`src/core/art_pkg.sv`:
```
// constants, field positions and carrier types of the auto-reload PWM timer
//
// How it works
// eight-bit counter steps on each prescaler tick
// software reads or writes live counter anytime
// overflow reloads counter, prescaler left alone
// prescaler tap divides by two to select
// input clock select picks core or external
// enable cleared freezes prescaler and counter
// reset clears counter, prescaler, selects core clock
// force reload or counter write clears prescaler; force reload here acts only when written together with enable set
// prescaler has no software access path
// hidden compares reload from duty at overflow
// PWM generation stops during halt mode
// output enable drives pin push-pull
// PWM period is 256 minus reload value
// overflow sets polarity level, compare restores
// software keeps duty above reload value
// reload zero gives full 1/256 resolution
// overflow sets sticky flag, optional interrupt
// event count is 256 minus reload value
// software clears enable before entering halt
// capture edge latches counter, sets flag
// per-channel capture edge select bit
// capture blocked until value read, read clears
// capture interrupt pending while flag enabled
// timer events wake MCU from wait, halt
// status read clears overflow flag
// polarity zero: high at or below compare
// force reload bit always reads zero
// external pins synchronised before edge detection
package art_pkg;

	// ----------------------------------------------------------------
	// control/status register fields
	// ----------------------------------------------------------------
	localparam int CSR_INCLK_BIT = 7;
	localparam int CSR_DIV_HI = 6;
	localparam int CSR_DIV_LO = 4;
	localparam int CSR_TCE_BIT = 3;
	localparam int CSR_FORCE_RELOAD_BIT = 2;
	localparam int CSR_OIE_BIT = 1;
	localparam int CSR_OVF_BIT = 0;

	// ----------------------------------------------------------------
	// capture control/status and PWM control fields
	// ----------------------------------------------------------------
	localparam int ICS_EDGE_LO = 4;
	localparam int ICS_IE_LO = 2;
	localparam int ICS_FLAG_LO = 0;
	localparam int PWMC_OE_LO = 4;
	localparam int PWMC_POL_LO = 0;

	// ----------------------------------------------------------------
	// reset values and counter limits
	// ----------------------------------------------------------------
	localparam logic [7:0] REG_RESET = 8'h00;
	localparam logic [6:0] PRE_RESET = 7'h00;
	localparam logic [7:0] CNT_TOP = 8'hFF;

	// ----------------------------------------------------------------
	// carriers
	// ----------------------------------------------------------------
	typedef struct packed {
		logic en;
		logic [7:0] data;
	} reg_wr_t;

	typedef struct packed {
		logic [3:0] level;
		logic [3:0] oe;
	} pwm_pins_t;

endpackage

```
`src/core/auto_reload_pwm_timer.sv`:
```
// eight-bit auto-reload timer with four PWM outputs and two captures
`timescale 1ns/1ps
module auto_reload_pwm_timer #(
	parameter int PWM_CH = 4,
	parameter int CAP_CH = 2
) (
	// clock and reset
	input wire logic core_clk,
	input wire logic sys_rst,
	// register writes
	input wire art_pkg::reg_wr_t ctrlWr,
	input wire art_pkg::reg_wr_t counterWr,
	input wire art_pkg::reg_wr_t reloadWr,
	input wire art_pkg::reg_wr_t pwmCtrlWr,
	input wire art_pkg::reg_wr_t captureCtrlWr,
	input wire logic [3:0] dutyWrEn,
	input wire logic [7:0] dutyWrData,
	// read strobes with side effects
	input wire logic ctrlRd,
	input wire logic [1:0] captureRd,
	// system and pins
	input wire logic haltMode,
	input wire logic extClkIn,
	input wire logic [1:0] captureIn,
	// register views
	output logic [7:0] ctrlStatus_q,
	output logic [7:0] counter_q,
	output logic [7:0] autoReload_q,
	output logic [7:0] pwmCtrl_q,
	output logic [7:0] captureCtrl_q,
	output logic [7:0] captureVal0_q,
	output logic [7:0] captureVal1_q,
	// pins and requests
	output art_pkg::pwm_pins_t pwmPins_q,
	output logic overflowIrq_q,
	output logic [1:0] captureIrq_q,
	output logic wakeUp_q
);
	import art_pkg::*;

	// ----------------------------------------------------------------
	// elaboration checks
	// ----------------------------------------------------------------
	if (PWM_CH != 4) begin : g_badPwm
		$error("PWM_CH must be 4: control fields are four bits wide");
	end
	if (CAP_CH != 2) begin : g_badCap
		$error("CAP_CH must be 2: capture fields are two bits wide");
	end

	// ----------------------------------------------------------------
	// pin synchronisers
	// ----------------------------------------------------------------
	logic extRise;
	logic [1:0] capRise;
	logic [1:0] capFall;

	edge_sync u_extSync (
		.core_clk(core_clk),
		.sys_rst(sys_rst),
		.pinIn(extClkIn),
		.rise(extRise),
		.fall()
	);

	for (genvar c = 0; c < 2; c++) begin : g_capSync
		edge_sync u_capSync (
			.core_clk(core_clk),
			.sys_rst(sys_rst),
			.pinIn(captureIn[c]),
			.rise(capRise[c]),
			.fall(capFall[c])
		);
	end

	// ----------------------------------------------------------------
	// prescaler and counter tick
	// ----------------------------------------------------------------
	logic [6:0] pre_q;
	logic [6:0] tapMask;
	logic [2:0] divSel;
	logic running;
	logic inTick;
	logic preTick;
	logic cntTick;
	logic overflow;
	logic forceLoad;

	assign divSel = ctrlStatus_q[CSR_DIV_HI:CSR_DIV_LO];
	assign tapMask = 7'((8'h01 << divSel) - 8'h01);
	// halt also freezes the count so no spurious external ticks land
	assign running = ctrlStatus_q[CSR_TCE_BIT] & ~haltMode;
	assign inTick = ctrlStatus_q[CSR_INCLK_BIT] ? extRise : 1'b1;
	assign preTick = running & inTick;
	assign cntTick = preTick & ((pre_q & tapMask) == tapMask);
	assign overflow = cntTick & (counter_q == CNT_TOP);
	assign forceLoad = ctrlWr.en & ctrlWr.data[CSR_FORCE_RELOAD_BIT]
		& ctrlWr.data[CSR_TCE_BIT];

	// prescaler is internal only, no view port exists
	always_ff @(posedge core_clk) begin
		if (sys_rst) begin
			pre_q <= PRE_RESET;
		end else if (counterWr.en || forceLoad) begin
			pre_q <= PRE_RESET;
		end else if (preTick) begin
			pre_q <= pre_q + 7'h01;
		end
	end

	always_ff @(posedge core_clk) begin
		if (sys_rst) begin
			counter_q <= REG_RESET;
		end else if (counterWr.en) begin
			counter_q <= counterWr.data;
		end else if (forceLoad) begin
			counter_q <= autoReload_q;
		end else if (overflow) begin
			counter_q <= autoReload_q;
		end else if (cntTick) begin
			counter_q <= counter_q + 8'h01;
		end
	end

	// ----------------------------------------------------------------
	// software registers
	// ----------------------------------------------------------------
	always_ff @(posedge core_clk) begin
		if (sys_rst) begin
			autoReload_q <= REG_RESET;
		end else if (reloadWr.en) begin
			autoReload_q <= reloadWr.data;
		end
	end

	always_ff @(posedge core_clk) begin
		if (sys_rst) begin
			pwmCtrl_q <= REG_RESET;
		end else if (pwmCtrlWr.en) begin
			pwmCtrl_q <= pwmCtrlWr.data;
		end
	end

	// control bits; force reload never stored
	always_ff @(posedge core_clk) begin
		if (sys_rst) begin
			ctrlStatus_q[7:1] <= REG_RESET[7:1];
		end else if (ctrlWr.en) begin
			ctrlStatus_q[7:3] <= ctrlWr.data[7:3];
			ctrlStatus_q[CSR_FORCE_RELOAD_BIT] <= 1'b0;
			ctrlStatus_q[CSR_OIE_BIT] <= ctrlWr.data[CSR_OIE_BIT];
		end
	end

	// overflow flag: a set in the reading cycle wins
	always_ff @(posedge core_clk) begin
		if (sys_rst) begin
			ctrlStatus_q[CSR_OVF_BIT] <= 1'b0;
		end else if (overflow) begin
			ctrlStatus_q[CSR_OVF_BIT] <= 1'b1;
		end else if (ctrlRd) begin
			ctrlStatus_q[CSR_OVF_BIT] <= 1'b0;
		end
	end

	// ----------------------------------------------------------------
	// duty and hidden compare registers
	// ----------------------------------------------------------------
	logic [7:0] duty_q [4];
	logic [7:0] cmp_q [4];

	for (genvar p = 0; p < 4; p++) begin : g_duty
		always_ff @(posedge core_clk) begin
			if (sys_rst) begin
				duty_q[p] <= REG_RESET;
			end else if (dutyWrEn[p]) begin
				duty_q[p] <= dutyWrData;
			end
		end

		// double buffer avoids glitches on duty changes
		always_ff @(posedge core_clk) begin
			if (sys_rst) begin
				cmp_q[p] <= REG_RESET;
			end else if (overflow) begin
				cmp_q[p] <= duty_q[p];
			end
		end
	end

	// ----------------------------------------------------------------
	// PWM pins
	// ----------------------------------------------------------------
	logic [3:0] pwmLevel;

	// polarity applies at once; level is high while counter is at or below compare, inverted by polarity
	always_comb begin
		for (int p = 0; p < 4; p++) begin
			pwmLevel[p] = (counter_q <= cmp_q[p])
				^ pwmCtrl_q[PWMC_POL_LO + p];
		end
	end

	always_ff @(posedge core_clk) begin
		if (sys_rst) begin
			pwmPins_q <= '0;
		end else begin
			pwmPins_q.oe <= pwmCtrl_q[PWMC_OE_LO +: 4];
			if (!haltMode) begin
				pwmPins_q.level <= pwmLevel & pwmCtrl_q[PWMC_OE_LO +: 4];
			end
		end
	end

	// ----------------------------------------------------------------
	// input capture
	// ----------------------------------------------------------------
	logic [1:0] capEvent;
	logic [1:0] capFlag;
	logic [1:0] capLoad;

	assign capFlag = captureCtrl_q[ICS_FLAG_LO +: 2];
	always_comb begin
		for (int c = 0; c < 2; c++) begin
			capEvent[c] = captureCtrl_q[ICS_EDGE_LO + c]
				? capRise[c] : capFall[c];
			// a read in the same cycle unblocks the transfer
			capLoad[c] = capEvent[c] & (~capFlag[c] | captureRd[c]);
		end
	end

	always_ff @(posedge core_clk) begin
		if (sys_rst) begin
			captureVal0_q <= REG_RESET;
			captureVal1_q <= REG_RESET;
		end else begin
			if (capLoad[0]) begin
				captureVal0_q <= counter_q;
			end
			if (capLoad[1]) begin
				captureVal1_q <= counter_q;
			end
		end
	end

	// reserved bits stay zero; flags set over read clear
	always_ff @(posedge core_clk) begin
		if (sys_rst) begin
			captureCtrl_q <= REG_RESET;
		end else begin
			if (captureCtrlWr.en) begin
				captureCtrl_q[5:2] <= captureCtrlWr.data[5:2];
			end
			for (int c = 0; c < 2; c++) begin
				if (capLoad[c]) begin
					captureCtrl_q[ICS_FLAG_LO + c] <= 1'b1;
				end else if (captureRd[c]) begin
					captureCtrl_q[ICS_FLAG_LO + c] <= 1'b0;
				end
			end
		end
	end

	// ----------------------------------------------------------------
	// requests and wake-up
	// ----------------------------------------------------------------
	always_ff @(posedge core_clk) begin
		if (sys_rst) begin
			overflowIrq_q <= 1'b0;
			captureIrq_q <= 2'b00;
			wakeUp_q <= 1'b0;
		end else begin
			overflowIrq_q <= ctrlStatus_q[CSR_OVF_BIT]
				& ctrlStatus_q[CSR_OIE_BIT];
			captureIrq_q <= capFlag & captureCtrl_q[ICS_IE_LO +: 2];
			wakeUp_q <= (ctrlStatus_q[CSR_OVF_BIT] & ctrlStatus_q[CSR_OIE_BIT])
				| |(capFlag & captureCtrl_q[ICS_IE_LO +: 2]);
		end
	end
endmodule

```
`src/core/edge_sync.sv`:
```
// two-flop synchroniser with rise and fall detection for one pin
`timescale 1ns/1ps
module edge_sync (
	// clock and reset
	input wire logic core_clk,
	input wire logic sys_rst,
	// pin side
	input wire logic pinIn,
	// detected edges, one-cycle pulses
	output logic rise,
	output logic fall
);
	logic meta_q;
	logic sync_q;
	logic last_q;

	// first stage feeds only the second stage
	always_ff @(posedge core_clk) begin
		if (sys_rst) begin
			meta_q <= 1'b0;
			sync_q <= 1'b0;
			last_q <= 1'b0;
		end else begin
			meta_q <= pinIn;
			sync_q <= meta_q;
			last_q <= sync_q;
		end
	end

	assign rise = sync_q & ~last_q;
	assign fall = ~sync_q & last_q;
endmodule

```
`config.mk`:
```
export PLATFORM = sky130hd
export DESIGN_NAME = auto_reload_pwm_timer
export DESIGN_NICKNAME = d
export VERILOG_FILES = /design/src/core/art_pkg.sv /design/src/core/auto_reload_pwm_timer.sv /design/src/core/edge_sync.sv
export SDC_FILE = /design/constraint.sdc
export NUM_CORES = 1
export LEC_CHECK = 0
export BUFFER_PORTS_ARGS = -buffer_cell sky130_fd_sc_hd__buf_2
export CORE_MARGIN = 4
export CORE_UTILIZATION = 36
export DETAILED_ROUTE_END_ITERATION = 8
export HOLD_SLACK_MARGIN = 0.05
export SYNTH_ARGS = -nofsm -noshare
export SYNTH_HDL_FRONTEND = slang
export SYNTH_SLANG_ARGS = --single-unit
```
`constraint.sdc`:
```
create_clock -name core_clk -period 9.5 [get_ports core_clk]
set_input_delay 1.9 -clock core_clk [delete_from_list [all_inputs] [get_ports core_clk]]
set_output_delay 1.9 -clock core_clk [all_outputs]
set_load 0.03 [all_outputs]
```
# After elaboration in Yosys (flattened, before gate mapping)
# Memory sizes are Yosys's and may differ from the RTL's.
# Index checks and enable logic that the tools add are counted.
totals:
  ram_bits: 64
  memories: 2
  elab_cells: 122
  out_inout_bits: 68
  regBits: 81
  input_bits: 66
classes:
  magnitude_cmp: 4
  bitwise: 40
  n_addsub: 3
  n_eq_ne: 2
  muxes: 38
  n_shift: 1
  reduce_logical: 7
mem_list:
  columns: ["name", "depth", "width", "rd", "rd_clocked_by_memory_dff", "write_ports", "line_no", "rtl"]
  rows:
  - ["cmp_q", 4, 8, 4, 0, 4, "auto_reload_pwm_timer.sv:170", "logic [7:0] cmp_q [4];"]
  - ["duty_q", 4, 8, 4, 0, 4, "auto_reload_pwm_timer.sv:169", "logic [7:0] duty_q [4];"]
ops:
  columns: ["operator", "n"]
  rows:
  - ["2-to-1 mux 8 bit", 12]
  - ["less-or-equal comparator 8 bit", 4]
  - ["2-to-1 mux 1 bit", 26]
  - ["AND 1 bit", 14]
  - ["bitwise OR 1 bit", 11]
  - ["adder 8 x 1 -> 8 bit (second input constant)", 1]
  - ["equality test 8 bit (second input constant)", 1]
  - ["inverter 1 bit", 8]
  - ["adder 7 x 1 -> 7 bit (second input constant)", 1]
  - ["AND 7 bit", 1]
  - ["equality test 7 bit", 1]
  - ["<< shifter 1 x 3 -> 7 bit (first input constant)", 1]
  - ["subtractor 7 x 1 -> 7 bit (second input constant)", 1]
  - ["nonzero test 2 bit", 3]
  - ["AND 4 bit", 1]
  - ["nonzero test 4 bit", 1]
  - ["OR reduction 2 bit", 2]
  - ["XOR 1 bit", 4]
  - ["AND 2 bit", 1]
  - ["logical OR 1 bit", 1]

# Depth between registers and ports, before layout
depth:
  word_depth: 10
  mapped_depth: 11
  ltp_nobuf: 9

# Cells and area by module
# A second synthesis with hierarchy kept.
hier_totals:
  hier_cells: 581
  hier_area_um2: 6476.2
modules_own_cells:
  columns: ["module", "n_inst", "cells_per_inst", "area_each_um2", "seq_area_each_um2"]
  rows:
  - ["auto_reload_pwm_timer", 1, 557, 6202.2, 3363.2]
  - ["edge_sync", 3, 8, 91.3, 60.1]

# Least setup slack after synthesis
# OpenSTA, ideal clock, no wires.
synth_path:
  kind: "in2reg"
  startpoint: "in haltMode"
  endpoint: "mem cmp_q[0][0] (enable)"
  slack_ns: 5.228
  required_ns: 9.111
  arrival_ns: 3.883
  stages: 7
  path_buffers: 1
  setup_time_ns: 0.389
  path_cell_list: "nand2b_1 a21oi_4 or4b_1 nor4_2 buf_4 nand2_1 nand2_1"
synth_lines:
  columns: ["item", "line_no", "rtl"]
  rows:
  - ["start, declared", "auto_reload_pwm_timer.sv:22", "input wire logic haltMode,"]
  - ["end, declared", "auto_reload_pwm_timer.sv:170", null]

==> flow_summary.ini <==
[timing]
final_hold_viol_count = 0
relSlewSlack_pct = 41.7
setup_violations = 0
rsz0062_at_grt = no
fmax_ghz = 0.244
maxSlewViolCount = 0
min_period_ns = 4.09
fin_crit_sh_pct = 43.1
max_slew.worst_pin.slew_ns = 0.875
skew_ns = 0.00628
tns_ns = 0

[worst_setup_path]
cp_cell_sequence = buf_2 > nand2b_1 > a21oi_4 > or4b_1 > nor4_2 > buf_4 > and3_1 > and2_1
slowest_delay_ns = 0.76
crit_arrival_ns = 4.37
cp_slowest_cell = and3_1
cp_top_family = simple AND/OR/NAND/NOR gates
required_ns = 9.78
cp_max_fo = 33
cp-start-kind = input pin
r2r_slack_ns = 6.21
worst-path-buf-inv = 2
cp-end-kind = register
critical_path_class = in -> reg

[synth]
yosysMostFrequentCell = dfxtp_1
synthDistinctLibCells = 58
synth-async-reset-ratio_pct = 0
yosysWarnings = 0
yosys-top-cells-count = dfxtp_1, nor2_1, and2_1, edfxtp_1, mux2i_1
netlist.area_leader.share_pct = 28.6
synth_top_area_cell = edfxtp_1
synth_area_um2 = 6730
synthCells = 634
yosysSeqAreaShare_pct = 52.6
synth_area_leaders = edfxtp_1, dfxtp_1, mux2i_1
synth-edff-count = 64
synth-seq-cells = 145
synthFlopType = dfxtp_1
syn_area_per_cell_um2 = 10.6

[flow_run]
cap_violations = 0

[route]
dr_total_vias = 4832
viasPerCell = 4.88
first_iter_violations = 253
drt_wl_total_um = 15500
antenna_left = 0
wl_per_cell_um = 15.7
drc_errors = 0
dr.pass1.iters = 4

[global_routing]
grt_max_degree = 77
grt_pass1_vias = 4838
grt_pass1_wl_um = 24700
antenna_found_initial = 0
globalRouteTotalUtil_pct = 15.2
globalRouteOverflowTotal = 0

[cells_and_area]
nets = 850
antenna_cells = 0
drive_above_1_share_pct = 21.8
final_cells = 991
nFillCells = 1719
syn2layout_area_growth_pct = 20.7

[place]
place_inst = 959
place_congestion = 0.782
dpl.hpwl_um = 11300
portBuffers = 125

[floorplan]
start_util_pct = 37.1
dieArea_um2 = 20900
rows = 49
num_io_pins = 134
die_h_um = 145
die_w_um = 145
core-area_um2 = 18100

[cts]
clk_pin_slew_ns = 0.05
cts_tree = built
postCtsSetupRepairBufs = 0
cts_buffer_depth = 2
clock-sinks = 145
clkLatencyLatePin_ns = 0.42
cts.htree.levels = 4
clockRootBuffer = clkbuf_16
cts_resized = 0
cts_hold_buf = 0
cts_buffers = 17

[power_and_ir_drop]
leakagePower_uw = 0.00375
peakVddDrop_uv = 113
p_total_uw = 1550
powerDensity_nw_per_um2 = 191

[hold_path]
hold_class = reg -> reg

[status]
run_status = complete, no violations
## power breakdown
part | switching, uW | internal, uW
sequential | 26.2 | 681
clock | 245 | 435
combinational | 101 | 64.4
total | 373 | 1180
## cell families (layout without fill, tap and decap cells)
| group | Yosys count | count (layout) | share of synthesized area, % |
|---|---|---|---|
| AOI/OAI and AO/OA | 79 | 79 | 8.18 |
| xor gates and xnor gates | 12 | 12 | 1.56 |
| adders and majority gates | 35 | 35 | 6.51 |
| buffers and inverters | 77 | 203 | 4.65 |
| DFF | 145 | 145 | 52.6 |
| muxes | 47 | 47 | 7.01 |
| other | 1 | 3 | 0.0557 |
| and+or+nand+nor | 238 | 238 | 19.4 |
## final timing paths
kind,from,to,cells after the start
worst min register to register,g_capSync[1].u_capSync.meta_q,g_capSync[1].u_capSync.sync_q,1
worst max-delay path,haltMode,cmp_q[3][2],8
worst max register to register,counter_q[1],cmp_q[3][2],7
worst min-delay path,g_capSync[1].u_capSync.meta_q,g_capSync[1].u_capSync.sync_q,1
## per-stage QoR
| stage | setup WS, ns | hold WS (ns) | area, um^2 | util, % |
|---|---|---|---|---|
| floorplan | 5.23 | 0.414 | 6740 | - |
| global placement | 5.00 | 0.422 | 7530 | 41.5 |
| global route | 5.16 | 0.462 | 8130 | 44.8 |
| CTS | 5.36 | 0.434 | 8130 | 44.8 |
| detailed placement | 4.92 | 0.421 | 7530 | 41.5 |
| finish | 5.41 | 0.434 | 8130 | 44.8 |
## worst reg2reg max path, stage by stage, from the launching register on
cell,delay [ns]
dfxtp_1,0.75
ha_1,0.36
nand2_1,0.11
or4b_1,0.53
nor4_2,0.16
buf_4,0.24
and3_1,0.76
and2_1,0.24
## cells in the final DEF (no fill, tap or decap), types with 22 or more instances in the layout
cell type,count
buf_2,125
and2_1,64
nor2b_1,22
dfxtp_1,81
a21oi_1,22
mux2i_1,46
nor2_1,66
nand2_1,22
ha_1,35
edfxtp_1,64
inv_1,42
## flip-flops by register name, indices dropped and copies added (netlist names)
register and cells:
u_extSync.last_q 1, u_extSync.sync_q 1, overflowIrq_q 1, pwmPins_q 8, wakeUp_q 1, captureCtrl_q 6
duty_q 32, pwmCtrl_q 8, cmp_q 32, autoReload_q 8, ctrlStatus_q 7, g_capSync.u_capSync.sync_q 2
captureVal0_q 8, captureIrq_q 2, g_capSync.u_capSync.last_q 2, captureVal1_q 8, counter_q 8, g_capSync.u_capSync.meta_q 2
u_extSync.meta_q 1, pre_q 7
## layout make-up
class,count,area (um^2),area share (%)
sequential,145,3540,43.6
multi-input combinational,414,2880,35.5
timing repair buffer,129,656,8.07
clock buffer,20,437,5.37
tap,229,287,3.53
clock inverter,12,165,2.03
inverter,42,158,1.94
## layer usage
layer	share of wire, %	track usage (%)	vias up
met5	0	0	-
met4	1.9	6.14	0
met3	5.1	4.14	22
met2	50	26.4	126
met1	43	17.9	2245
li1	-	-	2439
No activity file was read; power rests on OpenSTA's default activity.
